--- src/include/lite_timer_pkg.sv ---
// Constants, register map and carrier types of the lite timebase timer
package lite_timer_pkg;
  // Clocking of the block
  localparam int CLK_MHZ = 200;
  localparam int OSC_MHZ = 8;
  localparam int PRESCALE = 32;
  localparam int TICK_CYCLES_DEF = CLK_MHZ * PRESCALE / OSC_MHZ;
  // Timebase 1 periods in oscillator periods
  localparam int TB_SHORT_OSC = 8000;
  localparam int TB_LONG_OSC = 16000;
  // Watchdog interval, microseconds at the nominal oscillator
  localparam int WDG_TIME_US = 2000;
  localparam int WDG_TICKS_DEF = WDG_TIME_US * OSC_MHZ / PRESCALE;
  localparam int HALT_WAKE_CLKS = 4096;
  localparam int TICK_W = 16;
  localparam int WDG_W = 16;
  localparam int HOLD_W = 13;
  // Counter limits
  localparam logic [7:0] CNT1_WRAP = 8'hf9;
  localparam logic [7:0] CNT2_TOP = 8'hff;
  localparam logic [7:0] ZERO8 = 8'h00;
  // Register offsets
  localparam logic [7:0] OFF_CSR2 = 8'h0c;
  localparam logic [7:0] OFF_RELOAD = 8'h0d;
  localparam logic [7:0] OFF_CNT2 = 8'h0e;
  localparam logic [7:0] OFF_CSR1 = 8'h0f;
  localparam logic [7:0] OFF_CAPTURE = 8'h10;
  localparam logic [7:0] OFF_GUARD = 8'h11;
  // Field positions of the second control/status register
  localparam int B_T2IE = 1;
  localparam int B_T2F = 0;
  // Field positions of the first control/status register
  localparam int B_CAPTURE_IRQ_ENABLE = 7;
  localparam int B_ICF = 6;
  localparam int B_TB = 5;
  localparam int B_T1IE = 4;
  localparam int B_T1F = 3;
  // Field positions of the watchdog register
  localparam int B_GEN = 0;
  localparam int B_GREF = 1;
  localparam int B_GCAUSE = 2;
  // Reset values
  localparam logic [7:0] RELOAD_RST = 8'h00;
  localparam logic CAPF_RST = 1'b1;
  // Register bus request
  typedef struct packed {
    logic wr;
    logic rd;
    logic [7:0] addr;
    logic [7:0] wdata;
  } bus_req_type;
  // Watchdog states
  typedef enum logic [1:0] {
    GUARD_OFF = 2'b00,
    GUARD_HOLD = 2'b01,
    GUARD_RUN = 2'b10
  } guard_state_type;
endpackage : lite_timer_pkg

--- src/rtl/lite_timebase_capture_watchdog.sv ---
// Lite timebase, auto-reload counter, input capture and watchdog
`timescale 1ns/10ps
`default_nettype none

// How it works
// - Hidden counter starts at zero, steps every 32 oscillator periods, not visible
// - Hidden counter overflow event on wrap from F9h to 00h
// - Tick is 8000 oscillator periods, or 16000 with period select set
// - Tick sets first flag; interrupt raised when its enable is set
// - Reading first control/status clears first flag; writes leave it alone
// - Pin edge copies hidden counter into capture register, sets capture flag
// - Capture interrupt raised on capture when capture enable is set
// - Reading capture register clears capture flag; writes leave it alone
// - While capture flag set, edges ignored and captured value kept
// - Second counter starts at reload value, steps every 32 oscillator periods
// - Second counter past FFh reloads from reload register, not zero
// - Reload writes take effect only at next second-counter overflow
// - Second overflow sets second flag; interrupt raised when enabled
// - Reading second control/status clears second flag; writes ignored
// - Enabled watchdog resets at the end of any 2 ms interval with no refresh in it
// - Software sets refresh bit; hardware clears it every interval
// - Force bit resets at once; afterwards same bit shows watchdog cause
// - Watchdog cause flag clears itself once read
// - Hardware watchdog option keeps watchdog on, enable bit ignored
// - Halt stops counting; external wake resumes watchdog after 4096 clocks
// - Fixed oscillator divide, so slow, wait, active halt change nothing
module lite_timebase_capture_watchdog
  import lite_timer_pkg::*;
#(
  parameter int TICK_CYCLES = TICK_CYCLES_DEF,
  parameter int WDG_TICKS = WDG_TICKS_DEF
) (
  input wire logic clk_sys,
  input wire logic reset,
  input wire logic power_on_reset,
  input wire bus_req_type bus_req,
  output logic [7:0] rd_data,
  input wire logic capture_input_pin,
  input wire logic hw_guard_option,
  input wire logic halt_mode,
  input wire logic wake_ext,
  output logic tick1_irq,
  output logic tick2_irq,
  output logic capture_irq,
  output logic guard_reset
);

  // Read strobe aimed at one register
  function automatic logic rd_hit(input bus_req_type req, input logic [7:0] off);
    rd_hit = req.rd && (req.addr == off);
  endfunction : rd_hit

  // Write strobe aimed at one register
  function automatic logic wr_hit(input bus_req_type req, input logic [7:0] off);
    wr_hit = req.wr && (req.addr == off);
  endfunction : wr_hit

  logic [TICK_W-1:0] prescale;
  logic tick_en;
  logic [7:0] cnt1;
  logic half;
  logic wrap1;
  logic tick1_evt;
  logic [7:0] count_value;
  logic [7:0] reload_value;
  logic wrap2;
  logic tick1_flag;
  logic tick1_irq_enable;
  logic period_select;
  logic tick2_flag;
  logic tick2_irq_enable;
  logic capture_flag;
  logic capture_irq_enable;
  logic [7:0] capture_value_reg;
  logic pin_meta;
  logic pin_sync;
  logic pin_last;
  logic pin_edge;
  logic take_capture;
  guard_state_type guard_state;
  guard_state_type next_guard_state;
  logic guard_enable;
  logic guard_refresh;
  logic guard_cause;
  logic guard_active;
  logic [WDG_W-1:0] guard_cnt;
  logic [HOLD_W-1:0] hold_cnt;
  logic guard_expire;
  logic guard_force;
  logic rd_csr1;
  logic rd_csr2;
  logic rd_capture;
  logic rd_guard;

  assign rd_csr1 = rd_hit(bus_req, OFF_CSR1);
  assign rd_csr2 = rd_hit(bus_req, OFF_CSR2);
  assign rd_capture = rd_hit(bus_req, OFF_CAPTURE);
  assign rd_guard = rd_hit(bus_req, OFF_GUARD);

  // Oscillator/32 enable; halt freezes it, nothing else slows it
  assign tick_en = !halt_mode && (prescale == TICK_W'(TICK_CYCLES - 1));
  always_ff @(posedge clk_sys) begin
    if (reset) begin
      prescale <= '0;
    end else if (!halt_mode) begin
      if (tick_en) begin
        prescale <= '0;
      end else begin
        prescale <= prescale + 1'b1;
      end
    end
  end

  // Hidden timebase counter, never on the bus
  assign wrap1 = tick_en && (cnt1 == CNT1_WRAP);
  always_ff @(posedge clk_sys) begin
    if (reset) begin
      cnt1 <= ZERO8;
    end else if (wrap1) begin
      cnt1 <= ZERO8;
    end else if (tick_en) begin
      cnt1 <= cnt1 + 1'b1;
    end
  end

  // Long period takes every second wrap, doubling the tick
  assign tick1_evt = wrap1 && (!period_select || half);
  always_ff @(posedge clk_sys) begin
    if (reset) begin
      half <= 1'b0;
    end else if (wrap1) begin
      half <= !half;
    end
  end

  // Second counter with reload; reload only sampled at overflow
  assign wrap2 = tick_en && (count_value == CNT2_TOP);
  always_ff @(posedge clk_sys) begin
    if (reset) begin
      count_value <= RELOAD_RST;
    end else if (wrap2) begin
      count_value <= reload_value;
    end else if (tick_en) begin
      count_value <= count_value + 1'b1;
    end
  end

  // Reload register, writable any time
  always_ff @(posedge clk_sys) begin
    if (reset) begin
      reload_value <= RELOAD_RST;
    end else if (wr_hit(bus_req, OFF_RELOAD)) begin
      reload_value <= bus_req.wdata;
    end
  end

  // Software control bits of both status registers
  always_ff @(posedge clk_sys) begin
    if (reset) begin
      tick1_irq_enable <= 1'b0;
      period_select <= 1'b0;
      capture_irq_enable <= 1'b0;
      tick2_irq_enable <= 1'b0;
    end else begin
      if (wr_hit(bus_req, OFF_CSR1)) begin
        tick1_irq_enable <= bus_req.wdata[B_T1IE];
        period_select <= bus_req.wdata[B_TB];
        capture_irq_enable <= bus_req.wdata[B_CAPTURE_IRQ_ENABLE];
      end
      if (wr_hit(bus_req, OFF_CSR2)) begin
        tick2_irq_enable <= bus_req.wdata[B_T2IE];
      end
    end
  end

  // Tick flags; a set in the clearing cycle wins, writes ignored
  always_ff @(posedge clk_sys) begin
    if (reset) begin
      tick1_flag <= 1'b0;
      tick2_flag <= 1'b0;
    end else begin
      if (tick1_evt) begin
        tick1_flag <= 1'b1;
      end else if (rd_csr1) begin
        tick1_flag <= 1'b0;
      end
      if (wrap2) begin
        tick2_flag <= 1'b1;
      end else if (rd_csr2) begin
        tick2_flag <= 1'b0;
      end
    end
  end

  // Two-stage synchroniser, then a third stage for the edge
  always_ff @(posedge clk_sys) begin
    if (reset) begin
      pin_meta <= 1'b0;
      pin_sync <= 1'b0;
      pin_last <= 1'b0;
    end else begin
      pin_meta <= capture_input_pin;
      pin_sync <= pin_meta;
      pin_last <= pin_sync;
    end
  end
  assign pin_edge = pin_sync ^ pin_last;

  // Capture only while the flag is clear, so old data survive
  assign take_capture = pin_edge && !capture_flag;
  always_ff @(posedge clk_sys) begin
    if (reset) begin
      capture_value_reg <= ZERO8;
    end else if (take_capture) begin
      capture_value_reg <= cnt1;
    end
  end

  // Flag comes up set: software must read the capture register first
  always_ff @(posedge clk_sys) begin
    if (reset) begin
      capture_flag <= CAPF_RST;
    end else if (take_capture) begin
      capture_flag <= 1'b1;
    end else if (rd_capture) begin
      capture_flag <= 1'b0;
    end
  end

  // Interrupt requests, level while flag and enable
  always_ff @(posedge clk_sys) begin
    if (reset) begin
      tick1_irq <= 1'b0;
      tick2_irq <= 1'b0;
      capture_irq <= 1'b0;
    end else begin
      tick1_irq <= tick1_flag && tick1_irq_enable;
      tick2_irq <= tick2_flag && tick2_irq_enable;
      capture_irq <= capture_flag && capture_irq_enable;
    end
  end

  // Enable is set-only until reset, so a runaway cannot stop it
  always_ff @(posedge clk_sys) begin
    if (reset) begin
      guard_enable <= 1'b0;
    end else if (wr_hit(bus_req, OFF_GUARD) && bus_req.wdata[B_GEN]) begin
      guard_enable <= 1'b1;
    end
  end
  assign guard_active = hw_guard_option || guard_enable;
  assign guard_force = wr_hit(bus_req, OFF_GUARD) && bus_req.wdata[B_GCAUSE];

  // Watchdog sequencing around halt wakeups
  always_comb begin
    next_guard_state = guard_state;
    unique case (guard_state)
      GUARD_OFF: begin
        if (guard_active) begin
          next_guard_state = GUARD_RUN;
        end
      end
      GUARD_RUN: begin
        if (halt_mode && wake_ext) begin
          next_guard_state = GUARD_HOLD;
        end
      end
      GUARD_HOLD: begin
        if (hold_cnt == HOLD_W'(HALT_WAKE_CLKS - 1)) begin
          next_guard_state = GUARD_RUN;
        end
      end
      default: begin
        next_guard_state = GUARD_OFF;
      end
    endcase
  end
  always_ff @(posedge clk_sys) begin
    if (reset) begin
      guard_state <= GUARD_OFF;
    end else begin
      guard_state <= next_guard_state;
    end
  end

  // Wakeup holdoff in CPU clocks
  always_ff @(posedge clk_sys) begin
    if (reset || guard_state != GUARD_HOLD) begin
      hold_cnt <= '0;
    end else begin
      hold_cnt <= hold_cnt + 1'b1;
    end
  end

  // Interval counter in oscillator/32 ticks
  assign guard_expire = (guard_state == GUARD_RUN) && tick_en
    && (guard_cnt == WDG_W'(WDG_TICKS - 1));
  always_ff @(posedge clk_sys) begin
    if (reset) begin
      guard_cnt <= '0;
    end else if (guard_expire) begin
      guard_cnt <= '0;
    end else if (guard_state == GUARD_RUN && tick_en) begin
      guard_cnt <= guard_cnt + 1'b1;
    end
  end

  // Refresh: software sets, interval end clears; the set wins
  always_ff @(posedge clk_sys) begin
    if (reset) begin
      guard_refresh <= 1'b0;
    end else if (wr_hit(bus_req, OFF_GUARD) && bus_req.wdata[B_GREF]) begin
      guard_refresh <= 1'b1;
    end else if (guard_expire) begin
      guard_refresh <= 1'b0;
    end
  end

  // Reset pulse on unrefreshed expiry or on force
  always_ff @(posedge clk_sys) begin
    if (reset) begin
      guard_reset <= 1'b0;
    end else begin
      guard_reset <= guard_force || (guard_expire && !guard_refresh);
    end
  end

  // Cause flag survives the system reset it provokes
  always_ff @(posedge clk_sys) begin
    if (power_on_reset) begin
      guard_cause <= 1'b0;
    end else if (guard_reset) begin
      guard_cause <= 1'b1;
    end else if (rd_guard && !reset) begin
      guard_cause <= 1'b0;
    end
  end

  // Read data one cycle after the strobe, zero when unmapped
  always_ff @(posedge clk_sys) begin
    if (reset) begin
      rd_data <= ZERO8;
    end else if (bus_req.rd) begin
      unique case (bus_req.addr)
        OFF_CSR2: rd_data <= {6'h00, tick2_irq_enable, tick2_flag};
        OFF_RELOAD: rd_data <= reload_value;
        OFF_CNT2: rd_data <= count_value;
        OFF_CSR1: rd_data <= {capture_irq_enable, capture_flag, period_select,
          tick1_irq_enable, tick1_flag, 3'h0};
        OFF_CAPTURE: rd_data <= capture_value_reg;
        OFF_GUARD: rd_data <= {5'h00, guard_cause, guard_refresh, guard_enable};
        default: rd_data <= ZERO8;
      endcase
    end else begin
      rd_data <= ZERO8;
    end
  end

  // Checks on the block's own behaviour
  a_counter1_range: assert property (@(posedge clk_sys) disable iff (reset)
    cnt1 <= CNT1_WRAP) else $error("hidden counter beyond wrap");
  a_prescale_gap: assert property (@(posedge clk_sys) disable iff (reset)
    tick_en |=> !tick_en [*8]) else $error("ticks too close");
  a_counter1_wrap: assert property (@(posedge clk_sys) disable iff (reset)
    wrap1 |=> cnt1 == ZERO8) else $error("hidden counter wrap wrong");
  a_tick1_set: assert property (@(posedge clk_sys) disable iff (reset)
    tick1_evt |=> tick1_flag ##1 (tick1_irq == tick1_irq_enable))
    else $error("tick1 flag or irq missing");
  a_short_period: assert property (@(posedge clk_sys) disable iff (reset)
    wrap1 && !period_select |-> tick1_evt) else $error("short tick lost");
  a_tick1_clear: assert property (@(posedge clk_sys) disable iff (reset)
    rd_csr1 && !tick1_evt |=> !tick1_flag) else $error("tick1 not cleared");
  a_tick2_clear: assert property (@(posedge clk_sys) disable iff (reset)
    rd_csr2 && !wrap2 |=> !tick2_flag) else $error("tick2 not cleared");
  a_capture_take: assert property (@(posedge clk_sys) disable iff (reset)
    take_capture |=> capture_flag && capture_value_reg == $past(cnt1))
    else $error("capture value wrong");
  a_capture_hold: assert property (@(posedge clk_sys) disable iff (reset)
    capture_flag && !rd_capture |=> capture_flag && $stable(capture_value_reg))
    else $error("capture overwritten");
  a_capture_clear: assert property (@(posedge clk_sys) disable iff (reset)
    rd_capture && !take_capture |=> !capture_flag)
    else $error("capture flag kept");
  a_counter2_reload: assert property (@(posedge clk_sys) disable iff (reset)
    wrap2 |=> count_value == $past(reload_value) && tick2_flag)
    else $error("reload wrong");
  a_force_reset: assert property (@(posedge clk_sys) disable iff (reset)
    guard_force |=> guard_reset ##1 guard_cause)
    else $error("forced reset missing");
  a_expiry_reset: assert property (@(posedge clk_sys) disable iff (reset)
    guard_expire && !guard_refresh |=> guard_reset)
    else $error("expiry without reset");
  a_halt_freeze: assert property (@(posedge clk_sys) disable iff (reset)
    halt_mode |=> $stable(cnt1) && $stable(count_value))
    else $error("counting in halt");
  a_hw_option: assert property (@(posedge clk_sys) disable iff (reset)
    hw_guard_option && guard_state == GUARD_OFF |=> guard_state == GUARD_RUN)
    else $error("hardware watchdog idle");

  c_capture: cover property (@(posedge clk_sys) disable iff (reset) take_capture);
  c_long_tick: cover property (@(posedge clk_sys) disable iff (reset)
    tick1_evt && period_select);
  c_reload: cover property (@(posedge clk_sys) disable iff (reset) wrap2);
  c_wake_hold: cover property (@(posedge clk_sys) disable iff (reset)
    guard_state == GUARD_HOLD ##1 guard_state == GUARD_RUN);
  c_refresh_save: cover property (@(posedge clk_sys) disable iff (reset)
    guard_expire && guard_refresh);

endmodule : lite_timebase_capture_watchdog

`default_nettype wire

--- config.mk ---
export PLATFORM = sky130hd
export DESIGN_NAME = lite_timebase_capture_watchdog
export DESIGN_NICKNAME = d
export VERILOG_FILES = /design/src/include/lite_timer_pkg.sv /design/src/rtl/lite_timebase_capture_watchdog.sv
export SDC_FILE = /design/constraint.sdc
export NUM_CORES = 1
export LEC_CHECK = 0
export BUFFER_PORTS_ARGS = -buffer_cell sky130_fd_sc_hd__buf_4
export CAP_MARGIN = 30
export CORE_MARGIN = 1.5
export CORE_UTILIZATION = 52
export DETAILED_ROUTE_END_ITERATION = 6
export HOLD_SLACK_MARGIN = 0.02
export PLACE_DENSITY = 0.71
export SLEW_MARGIN = 20
export SYNTH_ARGS = -nofsm -noshare
export SYNTH_HDL_FRONTEND = slang
export SYNTH_SLANG_ARGS = --single-unit
--- constraint.sdc ---
create_clock -name clk_sys -period 2.6 [get_ports clk_sys]
set_clock_uncertainty 0.05 [all_clocks]
set_input_delay 0.39 -clock clk_sys [delete_from_list [all_inputs] [get_ports clk_sys]]
set_output_delay 0.39 -clock clk_sys [all_outputs]
set_load 0.02 [all_outputs]
Word level (Yosys, flattened, before mapping) --
Cells that the tools add are included. W data, S select, Z words.
Cells by class: muxes and demuxes 16, eq/ne operators 17, add/sub/neg operators 5, bitwise operators 2, reduce and logical (&&, ||, !) cells 45
Operators with widths (count):
- $pmux W8 S6 | 1
- $add A16 B1 Y16 const B | 2
- $eq A8 B4 Y1 const B | 4
- $logic_and A1 B1 Y1 | 24
- $add A8 B1 Y8 const B | 2
- $eq A16 B10 Y1 const B | 1
- $eq A16 B9 Y1 const B | 1
- $eq A8 B5 Y1 const B | 2
- $eq A8 B8 Y1 const B | 2
- $mux W16 | 1
- $mux W8 | 2
- $add A13 B1 Y13 const B | 1
- $eq A13 B12 Y1 const B | 1
- $reduce_bool A2 Y1 | 5
- $mux W1 | 8
- $reduce_or A2 Y1 | 4
- $logic_not A1 Y1 | 6
- $mux W2 | 3
- $ne A2 B2 Y1 const B | 3
- $pmux W2 S3 | 1
- $logic_or A1 B1 Y1 | 4
- $reduce_and A3 Y1 | 1
- $eq A2 B1 Y1 const B | 1
- $eq A2 B2 Y1 const B | 1
- 4 further kinds | 4
Word-level totals: bits of input ports 25, flip-flop bits (word level) 105, word-level logic and storage cells 112

Longest topological paths before layout --
Gate-level depths: netlist (run 1).
depth after elaboration 6, mapped depth 8

Worst setup path before layout (run 1) --
No wires, ideal clock.
kind input to register, start point input bus_req[13] (netlist bit), end point register capture_flag, slack 0.419 ns, path buffers 2, library setup time 0.120 ns, arrival time 2.012 ns, cell stages on the path 7, cells stage by stage or3_1 -> clkbuf_1 -> nor4_2 -> and2_0 -> clkbuf_1 -> nand2_1 -> a211o_1
Between the ends: cells in the longest elaborated chain, start to end 2
RTL lines:
- start: declaration | line lite_timebase_capture_watchdog.sv:36 | input wire bus_req_type bus_req,
- $eq A8 B5 Y1 | line lite_timebase_capture_watchdog.sv:50 | rd_hit = req.rd && (req.addr == off);
- $logic_and A1 B1 Y1 | line lite_timebase_capture_watchdog.sv:50
- end signal: assignment | line lite_timebase_capture_watchdog.sv:222 | capture_flag <= CAPF_RST;
- end signal: assignment | line lite_timebase_capture_watchdog.sv:224 | capture_flag <= 1'b1;
- end signal: assignment | line lite_timebase_capture_watchdog.sv:226 | capture_flag <= 1'b0;
- end: declaration | line lite_timebase_capture_watchdog.sv:72 | logic capture_flag;
No other way between the ends. A chain may end at the register's enable or synchronous reset.

Final worst setup path (run 1) --
start point register prescale[8], end point register guard_cnt[6]
Between the ends: cells in the longest elaborated chain, start to end 5
RTL lines:
- start: declaration | line lite_timebase_capture_watchdog.sv:58 | logic [TICK_W-1:0] prescale;
- start signal: assignment | line lite_timebase_capture_watchdog.sv:109 | prescale <= prescale + 1'b1;
- $eq A16 B10 Y1 (*) | line lite_timebase_capture_watchdog.sv:101 | assign tick_en = !halt_mode && (prescale == TICK_W'(TICK_CYCLES - 1));
- $logic_and A1 B1 Y1 (*) | line lite_timebase_capture_watchdog.sv:101
- $logic_and A1 B1 Y1 (*) | line lite_timebase_capture_watchdog.sv:296, lite_timebase_capture_watchdog.sv:303
- $logic_and A1 B1 Y1 | line lite_timebase_capture_watchdog.sv:297 | && (guard_cnt == WDG_W'(WDG_TICKS - 1));
- $reduce_or A2 Y1 (no source line)
- end signal: assignment | line lite_timebase_capture_watchdog.sv:304 | guard_cnt <= guard_cnt + 1'b1;
- end: declaration | line lite_timebase_capture_watchdog.sv:86 | logic [WDG_W-1:0] guard_cnt;
Mark *: on every way between the ends. The rest lies on a longest branch, timed or not.

==> results.py, run 1 <==
metrics = {
    "cells_and_area": {
        "multi_input_area_um2": 2480,
        "mostFrequentLayoutCells": "dfxtp_1 (105), nor2_1 (69), buf_4 (48)",
        "nFillCells": 788,
        "diodes": 0,
        "mostFrequentLayoutCell": "dfxtp_1",
        "nets": 617,
        "reg_top3": "guard_cnt (16), prescale (16), hold_cnt (13)",
        "syn_to_final_growth_pct": 13.1,
        "final_layout_size_suffix_gt1_frac": 0.135,
        "final_core_util": 0.612,
        "finalInstanceArea_um2": 5360,
        "regArea_um2": 2100,
    },
    "yosys": {
        "synth_top_cell_area_share": 0.444,
        "yosys_warnings": 0,
        "avgSynthCellArea_um2": 8.57,
        "synth-edff-count": 0,
        "synthesis.nets": 584,
        "synthTopCellsByArea": "dfxtp_1 (44%), nor2_1 (5.5%), a21oi_1 (4.5%)",
        "synth-seq-cells": 105,
        "ys_seq_area_frac": 0.444,
        "yosys.cell_types.count": 58,
        "syn_inst": 553,
        "async_reset_ff_frac": 0,
        "yosysTopAreaCell": "dfxtp_1",
        "netlist_area_um2": 4740,
        "synth_flop_cell": "dfxtp_1",
    },
    "min_path": {
        "min_from": "power_on_reset",
        "hold_class": "input pin to register",
        "hold_path_depth": 2,
    },
    "global_routing": {
        "grt_max_degree": 37,
        "grt_usage": 0.231,
        "grt_remaining_overflow": 0,
        "grt_pass1_vias": 3785,
        "grt_pass1_wl_um": 18300,
        "antenna_found_initial": 0,
    },
    "sta": {
        "period_share": 0.887,
        "slew-limit-headroom": 0.557,
        "worst_pin_slew_ns": 0.661,
        "slew_violations": 0,
        "grt_setup_unrepaired": "no",
        "whs_ns": 0.107,
        "setup_viol": 0,
        "hold_viol_final": 0,
        "fin_crit_ns": 2.31,
        "max_freq_mhz": 434,
        "fin_tns_setup_ns": 0,
    },
    "detailed_routing": {
        "postRouteAntennaNets": 0,
        "viasPerCell": 5.89,
        "drtIter0Drc": 158,
        "drc": 0,
        "drt_wl_total_um": 10700,
        "vias": 4120,
        "firstDrtPassIters": 5,
        "wl_per_cell_um": 15.4,
    },
    "worst_setup_path": {
        "startpoint_type": "register",
        "slowest_delay_ns": 0.58,
        "critPathBufInv": 0,
        "cp_slowest_cell": "or4_1",
        "crit_start": "prescale[8]",
        "worstRegToRegCells": 5,
        "crit_chain": "nand2_2, or4_1, or2_1, or4_4, a21oi_2",
        "cp.arrival_ns": 2.55,
        "r2r-start": "prescale[8]",
        "crit_path_end_kind": "register",
        "critPathRequiredTime_ns": 2.84,
        "crit_fanout": 11,
        "cp_top_family": "simple AND/OR/NAND/NOR gates",
        "crit_type": "register to register",
        "path_depth": 5,
    },
    "floorplanning": {
        "die-area_um2": 9700,
        "io_pins": 37,
        "core_um2": 8760,
        "die_y_um": 98.5,
        "fp.dieW_um": 98.5,
        "initial_core_util": 0.541,
        "row_count": 34,
    },
    "clocking": {
        "cts_made_buffers": 9,
        "ctsHoldBuffers": 0,
        "postCtsSetupBuffers": 0,
        "numClockSinks": 105,
        "cts_resized": 0,
        "cts_buffer_depth": 2,
        "cts_htree_levels": 3,
        "clk_pin_slew_worst_paths_ns": 0.10,
        "cts-root-buf": "clkbuf_8",
        "cts_tree": "built",
        "clock_latency_ns": 0.37,
    },
    "placement": {
        "dp.final_hpwl_um": 7800,
        "place_congestion": 0.882,
        "port_buffers": 36,
        "placed_area_um2": 5130,
    },
    "job": {
        "maxCapViolations": 0,
    },
    "outcome": {
        "outcome": "finished clean",
    },
    "power": {
        "power_density_nw_per_um2": 541,
        "ir_drop_mv": 0.318,
        "p_total_uw": 2900,
        "total_leakage_power_uw": 0.00180,
    },
}
==> through the flow <==
| step | cells | setup WS, ns |
|---|---|---|
| 6_report | 699 | 0.295 |
| 5_1_grt | 699 | 0.150 |
| 4_1_cts | 699 | 0.294 |
| 3_5_place_dp | 683 | 0.328 |
| 3_3_place_gp | 683 | 0.390 |
| 2_1_floorplan | 553 | 0.419 |
==> layer usage <==
layer  up-vias  track usage  part of all wire
met1      1942        0.301              0.45
li1       2032            -                 -
met4         0       0.0693             0.016
met5         -            0                 0
met3        14       0.0496             0.052
met2       132        0.386              0.49
==> cell usage after synthesis (all sizes together) (6+ instances only) <==
cell / instances
a21oi: 44
mux2i: 15
inv: 14
nor3: 17
mux2: 8
o21ai: 17
nand4: 14
xnor2: 23
nor4: 11
nand3: 31
a22oi: 6
dfxtp: 105
nand2: 48
nor2: 69
ha: 6
nand3b: 6
and3: 10
clkbuf: 21
xor2: 11
or3: 14
==> worst reg2reg max path: cells and delay by family, from the launching register on <==
| family | cells | cell delay (ns) |
|---|---|---|
| compound gates | 1 | 0.15 |
| flops | 1 | 0.40 |
| simple gates | 4 | 1.64 |
==> path summary, 6_finish.rpt <==
kind	to	slack, ns
max	guard_cnt[6]	0.29
min	guard_cause	0.11
max reg2reg	guard_cnt[6]	0.29
min reg2reg	pin_sync	0.40
==> where the power goes <==
part | switching (uW) | total, uW | internal [uW]
clock | 538 | 1180 | 641
sequential | 5.02 | 1620 | 1610
combinational | 56.9 | 101 | 44.1
total | 600 | 2900 | 2300
==> cell families after synthesis <==
kind of cell               Yosys count  synth area share
AOI/OAI and AO/OA                   95             0.122
buffers and inverters               40            0.0341
DFF                                105             0.444
xor gates and xnor gates            34            0.0628
adders and majority gates            6            0.0158
and+or+nand+nor                    250             0.271
muxes                               23            0.0507
==> cell type report <==
class / instances / area share
Multi-Input combinational cell: 408 / 0.462
Sequential cell: 105 / 0.392
Timing Repair Buffer: 48 / 0.0672
Tap cell: 108 / 0.0252
Clock buffer: 11 / 0.0245
Clock inverter: 5 / 0.0194
Inverter: 14 / 0.00980
Note: power is estimated with default switching activity, not from simulation.
==> run 2: changes to the inputs <==
Settings changed: BUFFER_PORTS_ARGS -buffer_cell sky130_fd_sc_hd__buf_4 to -buffer_cell sky130_fd_sc_hd__buf_2.
==> run 2 against run 1 <==
Against the previous run: sequential power is essentially flat; fmax shrank 0.28%; critical path depth is the same; core utilization shrank 1.6 points; worst hold slack gained 0.00055 ns; wire length grew 0.24%; register-to-register slack is essentially flat; via count shrank 0.87%; critical endpoint unchanged.
==> results.py, run 2 (synthesis gave the netlist of run 1 again) <==
metrics = {
    "outcome": {
        "outcome": "finished clean",
    },
    "detailed_routing": {
        "drc": 0,
        "wl_per_cell_um": 15.4,
        "firstDrtPassIters": 5,
        "postRouteAntennaNets": 0,
        "viasPerCell": 5.83,
        "drtIter0Drc": 167,
        "vias": 4084,
        "drt_wl_total_um": 10800,
    },
    "clocking": {
        "cts_resized": 0,
        "cts_htree_levels": 3,
        "cts-root-buf": "clkbuf_8",
        "postCtsSetupBuffers": 0,
        "clock_latency_ns": 0.38,
        "clk_pin_slew_worst_paths_ns": 0.09,
        "cts_tree": "built",
        "cts_buffer_depth": 2,
        "cts_made_buffers": 9,
        "ctsHoldBuffers": 0,
        "numClockSinks": 105,
    },
    "sta": {
        "slew_violations": 0,
        "slew-limit-headroom": 0.560,
        "hold_viol_final": 0,
        "worst_pin_slew_ns": 0.658,
        "fin_tns_setup_ns": 0,
        "grt_setup_unrepaired": "no",
        "setup_viol": 0,
        "fin_crit_ns": 2.31,
        "period_share": 0.889,
        "whs_ns": 0.108,
        "max_freq_mhz": 433,
    },
    "global_routing": {
        "grt_pass1_wl_um": 17900,
        "antenna_found_initial": 0,
        "grt_max_degree": 52,
        "grt_pass1_vias": 3712,
        "grt_remaining_overflow": 0,
        "grt_usage": 0.229,
    },
    "worst_setup_path": {
        "crit_fanout": 11,
        "crit_type": "register to register",
        "slowest_delay_ns": 0.58,
        "startpoint_type": "register",
        "cp_slowest_cell": "or4_1",
        "crit_path_end_kind": "register",
        "critPathBufInv": 0,
        "critPathRequiredTime_ns": 2.86,
        "cp_top_family": "simple AND/OR/NAND/NOR gates",
        "crit_chain": "nand2_2, or4_1, or2_1, or4_4, a21oi_2",
        "cp.arrival_ns": 2.57,
    },
    "floorplanning": {
        "io_pins": 37,
        "die_y_um": 98.5,
        "initial_core_util": 0.541,
        "die-area_um2": 9700,
        "row_count": 34,
        "core_um2": 8760,
        "fp.dieW_um": 98.5,
    },
    "cells_and_area": {
        "syn_to_final_growth_pct": 10.2,
        "mostFrequentLayoutCells": "dfxtp_1 (105), nor2_1 (69), nand2_1 (47)",
        "mostFrequentLayoutCell": "dfxtp_1",
        "nets": 618,
        "diodes": 0,
        "reg_top3": "guard_cnt (16), prescale (16), hold_cnt (13)",
        "final_core_util": 0.596,
        "final_layout_size_suffix_gt1_frac": 0.140,
    },
    "min_path": {
        "hold_class": "input pin to register",
    },
    "placement": {
        "dp.final_hpwl_um": 7720,
        "place_congestion": 0.889,
        "port_buffers": 36,
    },
    "power": {
        "power_density_nw_per_um2": 508,
        "ir_drop_mv": 0.319,
        "total_leakage_power_uw": 0.00176,
    },
    "job": {
        "maxCapViolations": 0,
    },
}
## run 2: cell types whose count changed in the layout (fill, tap and decap cells not counted)
cell	before	now
clkinvlp_4	0	2
clkbuf_8	9	10
bufinv_16	3	0
clkbuf_1	2	0
clkinv_2	1	2
buf_4	48	13
inv_6	0	1
buf_2	0	36
## run 2: through the flow
stage	area, um2	instances	power [uW]	worst slack [ns]
floorplan	4740	553	1700	0.419
global placement	5040	684	1750	0.372
detailed placement	5040	684	1750	0.304
CTS	5220	700	2670	0.301
global route	5220	700	2750	0.186
finish	5220	700	2650	0.288
## run 2: layout make-up
cell class                 count  area, um2
inverter                      14       52.6
sequential                   105       2100
timing repair buffer          49        278
clock inverter                 6       42.5
clock buffer                  10        138
fill                         794       3540
multi-input combinational    408       2480
tap                          108        135
## run 2: worst paths after layout
check | from | endpoint | slack, ns | cells after the start
hold / removal | power_on_reset | guard_cause | 0.11 | 2
setup / recovery | prescale[8] | guard_cnt[6] | 0.29 | 5
hold reg to reg | pin_meta | pin_sync | 0.40 | 1
setup reg to reg | prescale[8] | guard_cnt[6] | 0.29 | 5
## run 2: per-layer routing
| metal | GRT usage | up-vias | wire length (um) |
|---|---|---|---|
| met3 | 0.0411 | 16 | 557 |
| li1 | - | 2037 | - |
| met5 | 0 | - | 0 |
| met4 | 0.0802 | 0 | 192 |
| met1 | 0.296 | 1906 | 4940 |
| met2 | 0.385 | 125 | 5080 |
## run 2: report_power, final
part,internal (uW),switching (uW)
clock network,376,566
registers,1610,4.46
logic,34.6,58.1
